--- src/hdl/ebus_pkg.sv ---
// package for the external bus strobe control block: register map,
// field positions, reset values, state codes and carrier structs.
// assumes a 125 MHz CLOCK that stands for the oscillator.
package ebus_pkg;

  // apb register byte offsets
  localparam logic [7:0] OFF_CONFIG   = 8'h00; // configuration_register
  localparam logic [7:0] OFF_CONFIG1  = 8'h04; // config_register_1
  localparam logic [7:0] OFF_PIN_FUNC = 8'h08; // bus function per pin
  localparam logic [7:0] OFF_LOW_SPEED_IO_OUT = 8'h0c; // low_speed_io levels
  localparam logic [7:0] OFF_PORT_OUT = 8'h10; // ports 3 and 4 latch
  localparam logic [7:0] OFF_STATUS   = 8'h14; // block state, read only
  localparam logic [7:0] OFF_PORT_IN  = 8'h18; // ports 3 and 4 pins

  // configuration_register fields
  localparam int CFG_WR_LOW    = 0; // 1: store_low_byte_strobe
  localparam int CFG_WIDTH16   = 1; // 16-bit bus select
  localparam int CFG_HI_STROBE = 2; // 1: store_high_byte_strobe
  localparam int CFG_ADV       = 3; // 1: address_valid_strobe
  localparam int CFG_WAIT_LO   = 4; // wait limit bits 1:0 at 5:4
  // config_register_1 fields
  localparam int CFG1_WAIT_HI  = 0; // wait limit bit 2
  localparam int CFG1_DYNAMIC  = 2; // dynamic width enable

  // pin function enables, 1 selects the bus function
  localparam int PF_RD    = 0;
  localparam int PF_WR    = 1;
  localparam int PF_HI    = 2;
  localparam int PF_READY = 3;
  localparam int PF_ASTB  = 4;
  localparam int PF_CLK   = 5;
  localparam int PF_WIDTH = 6;
  localparam int PF_BITS  = 7;

  // reset values: 16-bit fixed width, all bus functions, limit 7
  localparam logic [5:0] CONFIG_RST   = 6'h32;
  localparam logic [2:0] CONFIG1_RST  = 3'h1;
  localparam logic [6:0] PIN_FUNC_RST = 7'h7f;
  localparam logic [4:0] LOW_SPEED_IO_RST     = 5'h1f;
  localparam logic [15:0] PORT_RST    = 16'hffff;

  localparam int WAIT_W = 3; // width of the wait limit

  // bus cycle states, one-hot
  typedef enum logic [3:0] {
    ST_IDLE = 4'b0001,
    ST_ADDR = 4'b0010,
    ST_STRB = 4'b0100,
    ST_WAIT = 4'b1000
  } bus_state_t;

  // access request from the cpu core
  typedef struct packed {
    logic        valid;
    logic        ext;    // goes to external memory
    logic        write;
    logic [1:0]  lanes;  // bit0 low byte, bit1 high byte
    logic [15:0] addr;
    logic [15:0] wdata;
  } core_req_t;

  // control pins toward memory
  typedef struct packed {
    logic rd_n;
    logic wr_n;
    logic hi_n;
    logic astb;
    logic clock_out_pin;
  } bus_pins_t;

endpackage

--- src/hdl/ebus_wait_limit.sv ---
// wait state counter with a programmable ceiling.
// assumes count_en pulses once per clock_out_pin period.
`timescale 1ns/10ps
module ebus_wait_limit
#(
  parameter int W = 3
)
(
  input  wire logic         clk,
  input  wire logic         nrst,
  input  wire logic         clear,
  input  wire logic         count_en,
  input  wire logic [W-1:0] limit,
  output logic              reached,
  output logic [W-1:0]      count
);

  // counts inserted wait states, cleared at each bus cycle start
  always_ff @(posedge clk or negedge nrst)
  begin
    if (!nrst)
      count <= '0;
    else if (clear)
      count <= '0;
    else if (count_en && !reached)
      count <= count + W'(1);
  end

  // a zero limit means the stretch ends at the first wait check
  assign reached = (count >= limit);

endmodule

--- src/hdl/ebus_strobe_ctrl.sv ---
// external bus strobe and wait state control with apb registers.
// assumes core requests hold until CORE_ACK and CLOCK is the oscillator.
//
// Summary of operation
// - read strobe low only during external read cycles.
// - config bit picks write or low-byte write strobe; external writes only.
// - write strobe mode: pin low on every external write.
// - low-byte write mode: pin low only when the even byte is written.
// - 16-bit lanes: low 0/1, high 1/0, both 0/0 as bit zero/enable.
// - high-byte write strobe mode: pin low when writing an odd location.
// - high-byte pin valid only during 16-bit external read and write cycles.
// - ready high lets a bus cycle finish without wait states.
// - ready low before clock falling edge waits until a rising edge with ready.
// - ready is ignored for accesses that are not external.
// - wait states per cycle capped by limit held in both config registers.
// - control pins without bus function act as plain port pins.
// - ports 3/4 open drain as ports, driven strongly as the bus.
// - address strobe pin is latch enable or valid strobe by config.
// - valid strobe returns high at the end of each access, not between the two cycles of a split.
// - dynamic width: width pin low gives 8-bit cycle, high 16-bit.
// - clock out is half the oscillator with 50% duty.
//
// Decided for this implementation: the register addresses and the APB register port.
`timescale 1ns/10ps
module ebus_strobe_ctrl
(
  input  wire logic               CLOCK,
  input  wire logic               NRST,
  // apb slave
  input  wire logic               PSEL,
  input  wire logic               PENABLE,
  input  wire logic               PWRITE,
  input  wire logic [7:0]         PADDR,
  input  wire logic [31:0]        PWDATA,
  output logic [31:0]             PRDATA,
  output logic                    PREADY,
  output logic                    PSLVERR,
  // core side
  input  wire ebus_pkg::core_req_t CORE_REQ,
  output logic                    CORE_ACK,
  output logic [15:0]             CORE_RDATA,
  // external pins
  input  wire logic               READY,
  input  wire logic               BUS_WIDTH_SELECT,
  output ebus_pkg::bus_pins_t     PINS,
  input  wire logic [15:0]        AD_IN,
  output logic [15:0]             AD_OUT,
  output logic [15:0]             AD_OE_N
);

  logic [5:0]                      config_reg;
  logic [2:0]                      config1_reg;
  logic [ebus_pkg::PF_BITS-1:0]    pin_func;
  logic [4:0]                      low_speed_io_out;
  logic [15:0]                     port_out;
  ebus_pkg::bus_state_t            state;
  logic                            phase;     // 1: clock_out_pin low half
  logic                            ready_low; // ready seen low this period
  logic                            cyc_wide;  // current cycle is 16-bit
  logic                            split;     // second byte still to do
  logic                            busy_ext;
  logic [15:0]                     cur_addr;
  logic [1:0]                      cur_lanes;
  logic                            wait_clear;
  logic                            wait_step;
  logic                            wait_reached;
  logic [ebus_pkg::WAIT_W-1:0]     wait_count;
  logic [ebus_pkg::WAIT_W-1:0]     wait_limit;
  logic                            ready_eff;
  logic                            cycle_end;
  logic                            apb_wr;
  logic                            internal_ack;
  ebus_pkg::bus_pins_t             next_pins;
  logic [15:0]                     next_ad_out;
  logic [15:0]                     next_ad_oe_n;

  // decides the width of a cycle from the two config bits and the pin
  function automatic logic width_is_16(input logic [5:0] cfg,
                                       input logic [2:0] cfg1,
                                       input logic       pin);
    logic w16;
    logic dyn;
    w16 = cfg[ebus_pkg::CFG_WIDTH16];
    dyn = cfg1[ebus_pkg::CFG1_DYNAMIC];
    // both bits zero is illegal; it falls back to 8-bit cycles
    width_is_16 = (w16 && dyn) ? pin : (w16 && !dyn);
  endfunction

  // address bit zero follows the lanes: only a high-byte-only access is odd
  function automatic logic lane_a0(input logic [1:0] lanes);
    lane_a0 = (lanes == 2'b10);
  endfunction

  assign wait_limit = {config1_reg[ebus_pkg::CFG1_WAIT_HI],
                       config_reg[ebus_pkg::CFG_WAIT_LO +: 2]};
  // a pin not in ready function cannot stretch anything
  assign ready_eff  = READY || !pin_func[ebus_pkg::PF_READY];
  assign busy_ext   = (state != ebus_pkg::ST_IDLE);

  // clock_out_pin: toggles every oscillator clock, so half rate, 50% duty
  always_ff @(posedge CLOCK or negedge NRST)
  begin
    if (!NRST)
      phase <= 1'b0;
    else
      phase <= !phase;
  end

  // apb: zero wait states, unmapped offsets refused with pslverr
  assign PREADY = 1'b1;
  assign apb_wr = PSEL && PENABLE && PWRITE;

  always_comb
  begin
    PSLVERR = 1'b0;
    PRDATA  = 32'h0000_0000;
    unique case (PADDR)
      ebus_pkg::OFF_CONFIG:   PRDATA = {26'h0, config_reg};
      ebus_pkg::OFF_CONFIG1:  PRDATA = {29'h0, config1_reg};
      ebus_pkg::OFF_PIN_FUNC: PRDATA = {25'h0, pin_func};
      ebus_pkg::OFF_LOW_SPEED_IO_OUT: PRDATA = {27'h0, low_speed_io_out};
      ebus_pkg::OFF_PORT_OUT: PRDATA = {16'h0, port_out};
      ebus_pkg::OFF_STATUS:
        PRDATA = {23'h0, wait_count, cyc_wide, BUS_WIDTH_SELECT, READY,
                  (state == ebus_pkg::ST_WAIT), busy_ext, 1'b0};
      ebus_pkg::OFF_PORT_IN:  PRDATA = {16'h0, AD_IN};
      default:                PSLVERR = PSEL && PENABLE;
    endcase
  end

  // software registers; written at the access-phase edge only
  always_ff @(posedge CLOCK or negedge NRST)
  begin
    if (!NRST)
    begin
      config_reg  <= ebus_pkg::CONFIG_RST;
      config1_reg <= ebus_pkg::CONFIG1_RST;
      pin_func    <= ebus_pkg::PIN_FUNC_RST;
      low_speed_io_out    <= ebus_pkg::LOW_SPEED_IO_RST;
      port_out    <= ebus_pkg::PORT_RST;
    end
    else if (apb_wr)
    begin
      if (PADDR == ebus_pkg::OFF_CONFIG)
        config_reg <= PWDATA[5:0];
      if (PADDR == ebus_pkg::OFF_CONFIG1)
        config1_reg <= PWDATA[2:0];
      if (PADDR == ebus_pkg::OFF_PIN_FUNC)
        pin_func <= PWDATA[ebus_pkg::PF_BITS-1:0];
      if (PADDR == ebus_pkg::OFF_LOW_SPEED_IO_OUT)
        low_speed_io_out <= PWDATA[4:0];
      if (PADDR == ebus_pkg::OFF_PORT_OUT)
        port_out <= PWDATA[15:0];
    end
  end

  // ready is checked in the high half, before clock_out_pin falls
  always_ff @(posedge CLOCK or negedge NRST)
  begin
    if (!NRST)
      ready_low <= 1'b0;
    else if (!phase && state == ebus_pkg::ST_STRB)
      ready_low <= !ready_eff;
    else if (state != ebus_pkg::ST_STRB)
      ready_low <= 1'b0;
  end

  // a cycle ends at a period boundary once ready is high or the cap hits
  always_comb
  begin
    cycle_end = 1'b0;
    if (phase)
    begin
      if (state == ebus_pkg::ST_STRB)
        cycle_end = !ready_low;
      else if (state == ebus_pkg::ST_WAIT)
        cycle_end = ready_eff || wait_reached;
    end
  end

  assign wait_clear = (state == ebus_pkg::ST_ADDR);
  // counted as each wait period opens, so a limit of n from 1 up gives n waits; a limit of 0 gives one
  assign wait_step  = !phase && (state == ebus_pkg::ST_WAIT);

  ebus_wait_limit #(.W(ebus_pkg::WAIT_W)) u_wait
  (
    .clk      (CLOCK),
    .nrst     (NRST),
    .clear    (wait_clear),
    .count_en (wait_step),
    .limit    (wait_limit),
    .reached  (wait_reached),
    .count    (wait_count)
  );

  // internal accesses never touch the pins and never see ready
  assign internal_ack = CORE_REQ.valid && !CORE_REQ.ext && !busy_ext
                        && !CORE_ACK;

  // bus cycle sequencer; new cycles start only at a period boundary
  always_ff @(posedge CLOCK or negedge NRST)
  begin
    if (!NRST)
    begin
      state     <= ebus_pkg::ST_IDLE;
      cyc_wide  <= 1'b0;
      split     <= 1'b0;
      cur_addr  <= 16'h0000;
      cur_lanes <= 2'b00;
    end
    else
    begin
      unique case (state)
        ebus_pkg::ST_IDLE:
          if (phase && CORE_REQ.valid && CORE_REQ.ext && !CORE_ACK)
          begin
            state    <= ebus_pkg::ST_ADDR;
            cyc_wide <= width_is_16(config_reg, config1_reg,
                          BUS_WIDTH_SELECT || !pin_func[ebus_pkg::PF_WIDTH]);
            cur_addr <= CORE_REQ.addr;
            cur_lanes <= CORE_REQ.lanes;
            split    <= 1'b0;
          end
        ebus_pkg::ST_ADDR:
        begin
          // an 8-bit bus moves a two-byte access as two cycles
          if (phase && !cyc_wide && cur_lanes == 2'b11)
          begin
            cur_lanes <= 2'b01;
            split     <= 1'b1;
          end
          if (phase)
            state <= ebus_pkg::ST_STRB;
        end
        ebus_pkg::ST_STRB, ebus_pkg::ST_WAIT:
          if (cycle_end)
          begin
            if (split)
            begin
              state     <= ebus_pkg::ST_ADDR;
              cur_addr  <= cur_addr | 16'h0001;
              cur_lanes <= 2'b10;
              split     <= 1'b0;
            end
            else
              state <= ebus_pkg::ST_IDLE;
          end
          else if (phase && ready_low)
            state <= ebus_pkg::ST_WAIT;
      endcase
    end
  end

  // read data capture and the one-cycle acknowledge to the core
  always_ff @(posedge CLOCK or negedge NRST)
  begin
    if (!NRST)
    begin
      CORE_ACK   <= 1'b0;
      CORE_RDATA <= 16'h0000;
    end
    else
    begin
      CORE_ACK <= internal_ack || (cycle_end && !split);
      if (cycle_end && !CORE_REQ.write)
      begin
        // an odd 8-bit byte arrives on the low lane
        if (!cyc_wide && cur_lanes == 2'b10)
          CORE_RDATA[15:8] <= AD_IN[7:0];
        else if (!cyc_wide)
          CORE_RDATA[7:0] <= AD_IN[7:0];
        else
          CORE_RDATA <= AD_IN;
      end
    end
  end

  // pin values for the next clock; registered below
  always_comb
  begin
    logic strobing;
    logic rd_fn;
    logic wr_fn;
    logic hi_fn;
    logic as_fn;
    strobing = (state == ebus_pkg::ST_STRB) || (state == ebus_pkg::ST_WAIT);
    // read and write are mutually exclusive by the request direction
    rd_fn = !(strobing && !CORE_REQ.write);
    wr_fn = !(strobing && CORE_REQ.write);
    if (config_reg[ebus_pkg::CFG_WR_LOW])
      wr_fn = !(strobing && CORE_REQ.write && cur_lanes[0]);
    // only meaningful in 16-bit cycles; idles high otherwise
    hi_fn = !(busy_ext && cyc_wide && cur_lanes[1]);
    if (config_reg[ebus_pkg::CFG_HI_STROBE])
      hi_fn = !(strobing && CORE_REQ.write && cur_lanes[1]);
    as_fn = (state == ebus_pkg::ST_ADDR) && !phase;
    if (config_reg[ebus_pkg::CFG_ADV])
      as_fn = !busy_ext;
    // pins with the bus function off show their port latch
    next_pins.rd_n   = pin_func[ebus_pkg::PF_RD]   ? rd_fn : low_speed_io_out[0];
    next_pins.wr_n   = pin_func[ebus_pkg::PF_WR]   ? wr_fn : low_speed_io_out[1];
    next_pins.hi_n   = pin_func[ebus_pkg::PF_HI]   ? hi_fn : low_speed_io_out[2];
    next_pins.astb   = pin_func[ebus_pkg::PF_ASTB] ? as_fn : low_speed_io_out[3];
    next_pins.clock_out_pin = pin_func[ebus_pkg::PF_CLK]  ? phase : low_speed_io_out[4];
    // applied in the five selections above
  end

  // address/data drive: strong as the bus, open drain as ports
  always_comb
  begin
    next_ad_out  = 16'h0000;
    next_ad_oe_n = 16'hffff;
    if (state == ebus_pkg::ST_ADDR)
    begin
      next_ad_out    = {cur_addr[15:1], lane_a0(cur_lanes)};
      next_ad_oe_n   = 16'h0000;
    end
    else if (busy_ext && CORE_REQ.write)
    begin
      if (!cyc_wide && cur_lanes == 2'b10)
        next_ad_out = {8'h00, CORE_REQ.wdata[15:8]};
      else
        next_ad_out = CORE_REQ.wdata;
      next_ad_oe_n  = 16'h0000;
    end
    else if (!busy_ext)
    begin
      // port bits only pull low; a one is left to the pull-up
      next_ad_out  = 16'h0000;
      next_ad_oe_n = port_out;
    end
  end

  // pin registers so that every pin output comes from a flip-flop
  always_ff @(posedge CLOCK or negedge NRST)
  begin
    if (!NRST)
    begin
      PINS    <= '{rd_n: 1'b1, wr_n: 1'b1, hi_n: 1'b1, astb: 1'b0,
                   clock_out_pin: 1'b0};
      AD_OUT  <= 16'h0000;
      AD_OE_N <= 16'hffff;
    end
    else
    begin
      PINS    <= next_pins;
      AD_OUT  <= next_ad_out;
      AD_OE_N <= next_ad_oe_n;
    end
  end

endmodule

--- config.mk ---
export PLATFORM = sky130hd
export DESIGN_NAME = ebus_strobe_ctrl
export DESIGN_NICKNAME = d
export VERILOG_FILES = /design/src/hdl/ebus_pkg.sv /design/src/hdl/ebus_wait_limit.sv /design/src/hdl/ebus_strobe_ctrl.sv
export SDC_FILE = /design/constraint.sdc
export NUM_CORES = 1
export LEC_CHECK = 0
export ABC_AREA = 1
export BUFFER_PORTS_ARGS = -buffer_cell sky130_fd_sc_hd__buf_2
export CAP_MARGIN = 20
export CORE_AREA = 2 2 108 110
export CTS_BUF_LIST = sky130_fd_sc_hd__clkbuf_4
export CTS_CLUSTER_SIZE = 40
export DETAILED_ROUTE_END_ITERATION = 12
export DIE_AREA = 0 0 110 112
export GPL_TIMING_DRIVEN = 1
export PLACE_DENSITY = 0.84
export SETUP_SLACK_MARGIN = 0.1
export SLEW_MARGIN = 0
export SYNTH_ARGS = -nofsm -noshare
export SYNTH_HDL_FRONTEND = slang
export SYNTH_SLANG_ARGS = --single-unit
--- constraint.sdc ---
create_clock -name CLOCK -period 3 [get_ports CLOCK]
set_input_delay 0.3 -clock CLOCK [delete_from_list [all_inputs] [get_ports CLOCK]]
set_output_delay 0.3 -clock CLOCK [all_outputs]
set_load 0.01 [all_outputs]
==> flow_summary.json, run 1 <==
{
  "outcome": "complete, no violations",
  "multiInputGateArea_sq_mm": 0.00225,
  "p_sw_w": 0.00165,
  "sw_frac_of_total_pct": 35.0,
  "antenna_found_initial": 0,
  "grt_use_total_pct": 25.9,
  "combPwrFrac_pct": 29.8,
  "clockBufferDepth": 2,
  "cts_made_buffers": 17,
  "area_delta_synth_final_pct": 23.7,
  "timing.final.crit_period_ps": 2530,
  "placed_cells": 940,
  "slowest_stage": "dfrtp_1",
  "crit_top_cell": "nor2_1",
  "fmax_ghz": 0.395,
  "grt_pass1_vias": 4955,
  "core_area_sq_mm": 0.0112,
  "dpl.hpwl_microns": 10800,
  "worstPathMaxFanout": 14,
  "rows": 39,
  "rr_worst_depth": 12,
  "rsz0062_at_grt": "false",
  "pwr-share-seq_pct": 46.6,
  "h-tree-depth": 4,
  "avgSynthCellArea_sq_um": 8.77,
  "hp-class": "in -> reg",
  "ys_top_cells_by_area": "dfrtp_1, dfstp_2, nand2_1",
  "yosysTopAreaCell": "dfrtp_1",
  "cp.required_ps": 2700,
  "vdd_drop_max_v": 0.000361,
  "fin_nets": 951,
  "layout-drive-gt1-share_pct": 35.1,
  "synth_flop_cell": "dfrtp_1",
  "finalClockSkew_ps": 18.4,
  "cpPeakStageDelay_ps": 430,
  "num_vias": 5215,
  "synthesis.area_sq_mm": 0.00580,
  "hold_viol_final": 0,
  "root_buffer": "clkbuf_4",
  "cts.sinks": 119,
  "synth_fa_ha_area_share_pct": 0.863,
  "seqCellArea_sq_mm": 0.00304,
  "routed_via_density": 5.20,
  "clkLatencyLatePin_ps": 530,
  "maxCapViolations": 0,
  "syn_inst": 661,
  "worst_pin_slew_ps": 622,
  "setup_viol": 0,
  "fp.dieH_microns": 112,
  "diodes": 0,
  "ant_nets": 0,
  "worstSetupEndpointType": "output port",
  "arrival_ps": 2230,
  "synth-seq-cells": 119,
  "p_leak_nw": 3.82,
  "initial_core_util_pct": 51.9,
  "yosysSeqAreaShare_pct": 52.5,
  "wl_per_cell_microns": 15.0,
  "port_buffers": 153,
  "gp_congestion": 0.944,
  "p_per_area_mw_per_mm2": 658,
  "total_power_w": 0.00472,
  "path_class": "reg -> out",
  "synth_top_area_share_pct": 28.9,
  "drtIter0Drc": 488,
  "synth_enable_flop_cells": 0,
  "final_util_pct": 64.2,
  "yosysWarnings": 0,
  "die_x_microns": 110,
  "grt_max_degree": 60,
  "maxSlewViolCount": 0,
  "yosysUniqueCellTypes": 42,
  "grt_overflow": 0,
  "clk_pin_slew_ps": 100,
  "final_cells": 1003,
  "pwr-share-clk_pct": 23.6,
  "min_period_over_period_pct": 84.4,
  "synth_simple_gate_area_share_pct": 21.2,
  "synth_mux_area_share_pct": 1.38,
  "grt_pass1_wl_microns": 24400,
  "slew_headroom_pct": 58.4,
  "cp-start-kind": "register",
  "cts_tree": "built",
  "async_reset_ff_share_pct": 100,
  "rrSetupSlack_ps": 930,
  "hold_ws_ps": 34.8,
  "route.detailed.drc": 0,
  "tns_ps": 0,
  "synth_compound_area_share_pct": 14.3,
  "synth_top_family_by_area": "simple AND/OR/NAND/NOR gates",
  "first_pass_iters": 6,
  "synth_xor_area_share_pct": 0,
  "hold_depth": 3,
  "wl_microns": 15000,
  "post_cts_buffers": 0,
  "n_fill_cell": 923,
  "dieArea_sq_mm": 0.0123,
  "internal_power_w": 0.00307,
  "ioPinCount": 188,
  "crit_chain": "nor2_1 > nand3_1 > inv_4 > o22ai_1 > nor2_1 > nand2_1 > buf_2"
}
-- cell families after synthesis --
| family | Yosys count |
|---|---|
| AND/OR/NAND/NOR | 278 |
| AO/OA/AOI/OAI | 137 |
| flip-flops | 119 |
| buffers and inverters | 113 |
| multiplexers | 8 |
| adder cells (fa/ha/maj) | 4 |
| other | 2 |
-- power by group through the flow --
stage / clock (W) / sequential (W) / combinational [W]
detailed placement: 0 / 0.00222 / 0.00137
floorplan: 0 / 0.00236 / 0.000720
global placement: 0 / 0.00221 / 0.00134
global route: 0.00120 / 0.00223 / 0.00157
finish: 0.00111 / 0.00220 / 0.00140
CTS: 0.00112 / 0.00220 / 0.00141
-- cell usage after synthesis (7+ instances only) --
cell type / count
dfrtp_1: 67
a21oi_1: 30
o21ai_1: 27
buf_2: 12
nor2_1: 50
inv_1: 64
dfstp_2: 52
buf_4: 19
inv_2: 9
mux2i_1: 8
o21ai_0: 37
nand2_1: 168
a21oi_2: 7
nand3_1: 26
o21ai_2: 16
o22ai_1: 11
nand2_2: 12
-- stage by stage --
stage	instance area (sq um)	worst slack (ps)
CTS	7170	449
global route	7170	298
global placement	6590	927
floorplan	5850	1250
detailed placement	6590	895
finish	7170	468
-- path summary, 6_finish.rpt --
path | end | from
max reg2reg | state[2]$_DFFE_PN0P_ | config_reg[5]$_DFFE_PN1P_
max | PRDATA[1] | state[3]$_DFFE_PN0P_
min in group asynchronous | config_reg[2]$_DFFE_PN0P_ | NRST
max in group asynchronous | port_out[0]$_DFFE_PN1P_ | NRST
min | port_out[9]$_DFFE_PN1P_ | PWDATA[9]
min reg2reg | cur_addr[3]$_DFFE_PN0P_ | cur_addr[3]$_DFFE_PN0P_
-- critical path, delay by kind of cell (launching register included) --
| family | cells | cell delay [ps] |
|---|---|---|
| buffers and inverters | 2 | 450 |
| DFF | 1 | 430 |
| AOI/OAI and AO/OA | 1 | 170 |
| and+or+nand+nor | 4 | 650 |
-- final cells by class --
class / instances / share of cell area, %
clock buffers: 18 / 1.88
clock inverters: 14 / 1.88
inverters: 75 / 4.03
multi-input cells: 444 / 31.4
flip-flops and latches: 119 / 42.4
well taps: 143 / 2.49
repair buffers: 190 / 15.8
-- layout by cell type (no fill, tap or decap), types with 17 or more instances in the layout --
cell type	instances
inv_1	64
dfstp_2	52
nor2_1	50
nand2_1	168
a21oi_1	30
clkbuf_4	18
buf_2	152
conb_1	17
nand3_1	26
dfrtp_1	67
o21ai_0	37
o21ai_1	27
dlygate4sd3_1	31
-- repair_timing --
action,4_1_cts,5_1_grt
hold buffers,31,0
gates resized for setup,0,0
endpoints found under the hold margin,38,0
-- routing by layer --
metal,routed length (microns),up-vias,track usage (%),part of all wire (%)
met5,0,-,0,0
met4,603,0,11.0,4.0
met3,1270,58,6.91,8.5
met2,7020,275,39.2,47
met1,6120,2409,35.1,41
li1,-,2473,-,-
Note: power is estimated with default switching activity, not from simulation.
==> run 2: changes to the inputs <==
--- a/config.mk
+++ b/config.mk
@@ -8,13 +8,13 @@
 export ABC_AREA = 1
 export BUFFER_PORTS_ARGS = -buffer_cell sky130_fd_sc_hd__buf_2
 export CAP_MARGIN = 20
-export CORE_AREA = 2 2 108 110
+export CORE_AREA = 2 2 113 115
 export CTS_BUF_LIST = sky130_fd_sc_hd__clkbuf_4
 export CTS_CLUSTER_SIZE = 40
 export DETAILED_ROUTE_END_ITERATION = 12
-export DIE_AREA = 0 0 110 112
+export DIE_AREA = 0 0 115 117
 export GPL_TIMING_DRIVEN = 1
-export PLACE_DENSITY = 0.84
+export PLACE_DENSITY = 0.8
 export SETUP_SLACK_MARGIN = 0.1
 export SLEW_MARGIN = 0
 export SYNTH_ARGS = -nofsm -noshare
==> constraint.sdc (replaced) <==
create_clock -name CLOCK -period 2.2 [get_ports CLOCK]
set_input_delay 0.22 -clock CLOCK [delete_from_list [all_inputs] [get_ports CLOCK]]
set_output_delay 0.22 -clock CLOCK [all_outputs]
set_load 0.01 [all_outputs]
==> run 2 against run 1 <==
Register-to-register slack lost 750 ps. Die area rose by 9.2%. Non-clock buffer count up 45. Global-route usage fell by 0.18 points. Critical path depth up 3. Clock power grew 69%. Final cell count increased by 5.4%.
==> flow_summary.json, run 2 (same netlist as run 1, synthesis figures left out) <==
{
  "min-delay-start": "BUS_WIDTH_SELECT",
  "min_to": "cyc_wide$_DFFE_PN0P_",
  "grt_max_degree": 50,
  "rr_worst_depth": 10,
  "route.detailed.drc": 0,
  "core_area_sq_mm": 0.0123,
  "die_x_microns": 115,
  "gp_congestion": 0.881,
  "clk_pin_slew_ps": 110,
  "placed_cells": 953,
  "clockBufferDepth": 2,
  "maxSlewViolCount": 0,
  "rr_endpoint": "CORE_RDATA[9]$_DFFE_PN0P_",
  "cts_made_buffers": 17,
  "drtIter0Drc": 579,
  "p_per_area_mw_per_mm2": 901,
  "rows": 41,
  "diodes": 0,
  "layout_common_cells": "nand2_1, buf_2, dlygate4sd3_1",
  "wl_microns": 17100,
  "p_leak_nw": 4.07,
  "grt_pass1_wl_microns": 26200,
  "grt_pass1_vias": 5320,
  "rsz0062_at_grt": "false",
  "layout-drive-gt1-share_pct": 35.4,
  "grt_use_total_pct": 25.8,
  "area_delta_synth_final_pct": 33.8,
  "worst_pin_slew_ps": 518,
  "root_buffer": "clkbuf_4",
  "fp.dieH_microns": 117,
  "min_period_over_period_pct": 91.8,
  "slew_headroom_pct": 65.4,
  "dieArea_sq_mm": 0.0135,
  "arrival_ps": 2490,
  "hp-class": "in -> reg",
  "initial_core_util_pct": 47.1,
  "first_pass_iters": 8,
  "outcome": "complete, no violations",
  "tns_ps": 0,
  "finalClockSkew_ps": 26.6,
  "path_class": "reg -> reg",
  "hold_depth": 3,
  "fin_nets": 998,
  "maxCapViolations": 0,
  "dpl.hpwl_microns": 11400,
  "worstSetupEndpointType": "register",
  "cp-start-kind": "register",
  "n_fill_cell": 1013,
  "final_cells": 1057,
  "vdd_drop_max_v": 0.000385,
  "port_buffers": 153,
  "cts.sinks": 119,
  "layout_commonest_cell": "nand2_1",
  "hold_viol_final": 0,
  "cp.required_ps": 2670,
  "grt_overflow": 0,
  "worstPathMaxFanout": 8,
  "timing.final.crit_period_ps": 2020,
  "setup_viol": 0,
  "antenna_found_initial": 0,
  "ioPinCount": 188,
  "reg2reg_from": "config1_reg[0]$_DFFE_PN1P_",
  "num_vias": 5470,
  "ant_nets": 0,
  "wl_per_cell_microns": 16.2,
  "cts_tree": "built",
  "clkLatencyLatePin_ps": 550,
  "rrSetupSlack_ps": 180,
  "h-tree-depth": 4,
  "routed_via_density": 5.18,
  "fmax_ghz": 0.495
}
run 2: cell types whose count changed in the layout (fill, tap and decap cells not counted), moves of 3 or more:
cell           change
dlygate4sd3_1     +36
buf_4              +7
bufinv_16          +3
clkinv_1           -3
run 2: worst max-delay path, cell delays in order, from the launching register on:
cell     delay (ps)
dfstp_2         550
inv_1            60
ha_1            290
nand2_1          60
inv_1            70
a21oi_2          80
nand2_1          80
nand2_2         100
inv_2           150
nand3_2         270
o21ai_2         210
run 2: how the worst max path moves through the flow:
stage	startpoint	end	slack, ps	depth (start not counted)
detailed placement	config1_reg[0]$_DFFE_PN1P_	state[2]$_DFFE_PN0P_	240	12
global route	config1_reg[0]$_DFFE_PN1P_	CORE_RDATA[4]$_DFFE_PN0P_	70	10
global placement	config1_reg[0]$_DFFE_PN1P_	CORE_RDATA[13]$_DFFE_PN0P_	280	11
CTS	state[1]$_DFFE_PN0P_	PRDATA[2]	110	6
finish	config1_reg[0]$_DFFE_PN1P_	CORE_RDATA[9]$_DFFE_PN0P_	180	10
floorplan	config1_reg[0]$_DFFE_PN1P_	CORE_RDATA[15]$_DFFE_PN0P_	450	11
run 2: power by group:
group	switching [W]	internal [W]	total, W
logic	0.00127	0.000814	0.00209
registers	0.000243	0.00278	0.00302
clock network	0.000844	0.00104	0.00188
run 2: cell type report:
cell class,count,area [sq um],area share (%)
flip-flops and latches,119,3040,39.2
multi-input cells,446,2300,29.7
repair buffers,235,1590,20.5
inverters,75,289,3.73
clock inverters,13,203,2.61
well taps,150,188,2.42
clock buffers,19,143,1.84
run 2: metrics by stage:
stage	cell area [sq um]	hold slack, ps	util (%)	setup WS (ps)	power [W]
after floorplan	5850	-75.6	-	449	0.00419
after global placement	6670	162	54.2	278	0.00486
after detailed placement	6670	168	54.2	238	0.00491
after CTS	7710	11.1	62.6	109	0.00689
after global routing	7760	40.1	63.0	70.3	0.00736
final	7760	52.5	63.0	180	0.00699
run 2: timing repair:
| action | CTS | global route |
|---|---|---|
| gates cloned | 0 | 2 |
| buffers inserted | 2 | 1 |
| hold buffers | 67 | 0 |
| resized for setup | 1 | 6 |
| setup endpoints to repair | 1 | 25 |
| pin swaps | 1 | 1 |
| endpoints found under the hold margin | 168 | 0 |
run 2: per-layer routing:
metal | wire length (microns) | share of wire [%] | GRT usage (%) | vias up
met1 | 7090 | 41 | 32.6 | 2587
met3 | 1120 | 6.5 | 6.02 | 56
met4 | 644 | 3.8 | 13.3 | 0
li1 | - | - | - | 2577
met2 | 8290 | 48 | 41.6 | 250
met5 | 0 | 0 | 0 | -
==> run 3: changes to the inputs <==
--- a/config.mk
+++ b/config.mk
@@ -8,15 +8,14 @@
 export ABC_AREA = 1
 export BUFFER_PORTS_ARGS = -buffer_cell sky130_fd_sc_hd__buf_2
 export CAP_MARGIN = 20
-export CORE_AREA = 2 2 113 115
+export CORE_AREA = 2 2 108 110
 export CTS_BUF_LIST = sky130_fd_sc_hd__clkbuf_4
 export CTS_CLUSTER_SIZE = 40
 export DETAILED_ROUTE_END_ITERATION = 12
-export DIE_AREA = 0 0 115 117
+export DIE_AREA = 0 0 110 112
 export GPL_TIMING_DRIVEN = 1
-export PLACE_DENSITY = 0.8
+export PLACE_DENSITY = 0.84
 export SETUP_SLACK_MARGIN = 0.1
-export SLEW_MARGIN = 0
 export SYNTH_ARGS = -nofsm -noshare
 export SYNTH_HDL_FRONTEND = slang
 export SYNTH_SLANG_ARGS = --single-unit
==> constraint.sdc (replaced) <==
create_clock -name CLOCK -period 2.3 [get_ports CLOCK]
set_input_delay 0.23 -clock CLOCK [delete_from_list [all_inputs] [get_ports CLOCK]]
set_output_delay 0.23 -clock CLOCK [all_outputs]
set_load 0.01 [all_outputs]
==> run 3 against run 2 <==
Sequential power down 5%. Clock power down 11%. Clock skew down 12 ps. Count of clock-buffer cells in the layout up 2. Register-to-register slack better by 60 ps. Utilization up 5.2 points. Sequential cell count unchanged. Via count up 2.2%. Wire length down 1.8%. Sequential share of layout area up 0.66 points. Critical path type is now reg -> out.
==> flow_summary.json, run 3 (same netlist as run 1, synthesis figures left out) <==
{
  "outcome": "complete, no violations",
  "grt_max_degree": 51,
  "multiInputGateArea_sq_mm": 0.00227,
  "ioPinCount": 188,
  "timing.final.crit_period_ps": 2080,
  "ant_nets": 0,
  "clkLatencyLatePin_ps": 520,
  "min_period_over_period_pct": 90.5,
  "layout_commonest_cell": "nand2_1",
  "dpl.hpwl_microns": 10900,
  "port_buffers": 153,
  "path_class": "reg -> out",
  "final_cells": 1044,
  "placed_cells": 944,
  "slew_headroom_pct": 57.0,
  "route.detailed.drc": 0,
  "cts_made_buffers": 17,
  "h-tree-depth": 4,
  "wl_microns": 16800,
  "gp_congestion": 0.930,
  "fp.dieH_microns": 112,
  "grt_pass1_wl_microns": 26300,
  "clk_pin_slew_ps": 100,
  "finalClockSkew_ps": 14.7,
  "maxSlewViolCount": 0,
  "antenna_found_initial": 2,
  "core_area_sq_mm": 0.0112,
  "p_leak_nw": 4.03,
  "dpl_cell_area_sq_mm": 0.00663,
  "dieArea_sq_mm": 0.0123,
  "fin_nets": 990,
  "root_buffer": "clkbuf_4",
  "worst_pin_slew_ps": 643,
  "first_pass_iters": 7,
  "setup_viol": 0,
  "post-place-ws_ps": 342,
  "grt_overflow": 0,
  "cp.required_ps": 2070,
  "initial_core_util_pct": 51.9,
  "wl_per_cell_microns": 16.1,
  "rsz0062_at_grt": "true",
  "cts_tree": "built",
  "routed_via_density": 5.35,
  "n_fill_cell": 847,
  "fin_area_sq_mm": 0.00763,
  "layout_common_cells": "nand2_1, buf_2, dfrtp_1",
  "worstSetupEndpointType": "output port",
  "tns_ps": 0,
  "hold_viol_final": 0,
  "layout-drive-gt1-share_pct": 34.9,
  "vdd_drop_max_v": 0.000535,
  "die_x_microns": 110,
  "setup_slack_ps": 218,
  "cts.sinks": 119,
  "num_vias": 5589,
  "maxCapViolations": 0,
  "p_per_area_mw_per_mm2": 851,
  "area_delta_synth_final_pct": 31.6,
  "clockBufferDepth": 2,
  "grt_pass1_vias": 5381,
  "rows": 39,
  "arrival_ps": 1850,
  "drtIter0Drc": 698,
  "cp-start-kind": "register",
  "grt_use_total_pct": 28.2,
  "worstPathMaxFanout": 6,
  "fmax_ghz": 0.480,
  "hp-class": "in -> reg",
  "seqCellArea_sq_mm": 0.00304
}
==> run 3: cell type report <==
cell class,instances,share of cell area [%]
clock buffers,21,2.07
inverters,75,3.85
diodes,2,0.0656
well taps,143,2.35
repair buffers,229,20.0
flip-flops and latches,119,39.9
multi-input cells,444,29.8
clock inverters,11,2.05
==> run 3: per-stage QoR <==
stage / utilization, % / power, W / hold slack, ps
CTS: 67.9 / 0.00645 / 1.64
detailed placement: 59.4 / 0.00470 / 412
global route: 68.3 / 0.00687 / 6.25
floorplan: - / 0.00401 / -65.6
global placement: 59.4 / 0.00465 / 404
finish: 68.3 / 0.00649 / 43.0
==> run 3: path summary, 6_finish.rpt <==
check,cells after the start,slack (ps),end,from
setup / recovery,7,220,PRDATA[2],state[0]$_DFFE_PN1P_
hold / removal,3,40,CORE_RDATA[4]$_DFFE_PN0P_,AD_IN[4]
setup reg to reg,11,240,CORE_RDATA[9]$_DFFE_PN0P_,config1_reg[0]$_DFFE_PN1P_
hold reg to reg,2,480,port_out[7]$_DFFE_PN1P_,port_out[7]$_DFFE_PN1P_
max in group asynchronous,3,1460,AD_OE_N[15]$_DFF_PN1_,NRST
min in group asynchronous,2,390,port_out[14]$_DFFE_PN1P_,NRST
==> run 3: critical path, stage by stage (launching register included) <==
cell and delay (ps):
dfstp_2 390, buf_4 140, nor2_4 180, nand3_4 140, o22ai_1 190, nor2_1 70, nand2_1 80, buf_2 130
==> run 3: what timing repair did <==
item                                    4_1_cts  5_1_grt
buffers inserted                              2        2
endpoints found under the setup margin        1        1
hold buffers                                 62        0
endpoints found under the hold margin       160        0
pin swaps                                     0        1
resized for setup                             3        3
==> run 3: power by group <==
part	internal, W	switching, W
clock network	0.000899	0.000771
logic	0.000756	0.00119
registers	0.00266	0.000215
==> run 3: metal layers <==
metal | wire length [microns] | vias up | track usage (%)
li1 | - | 2559 | -
met1 | 6350 | 2633 | 35.6
met2 | 8340 | 339 | 45.1
met3 | 1500 | 58 | 6.26
met4 | 641 | 0 | 14.2
met5 | 0 | - | 0
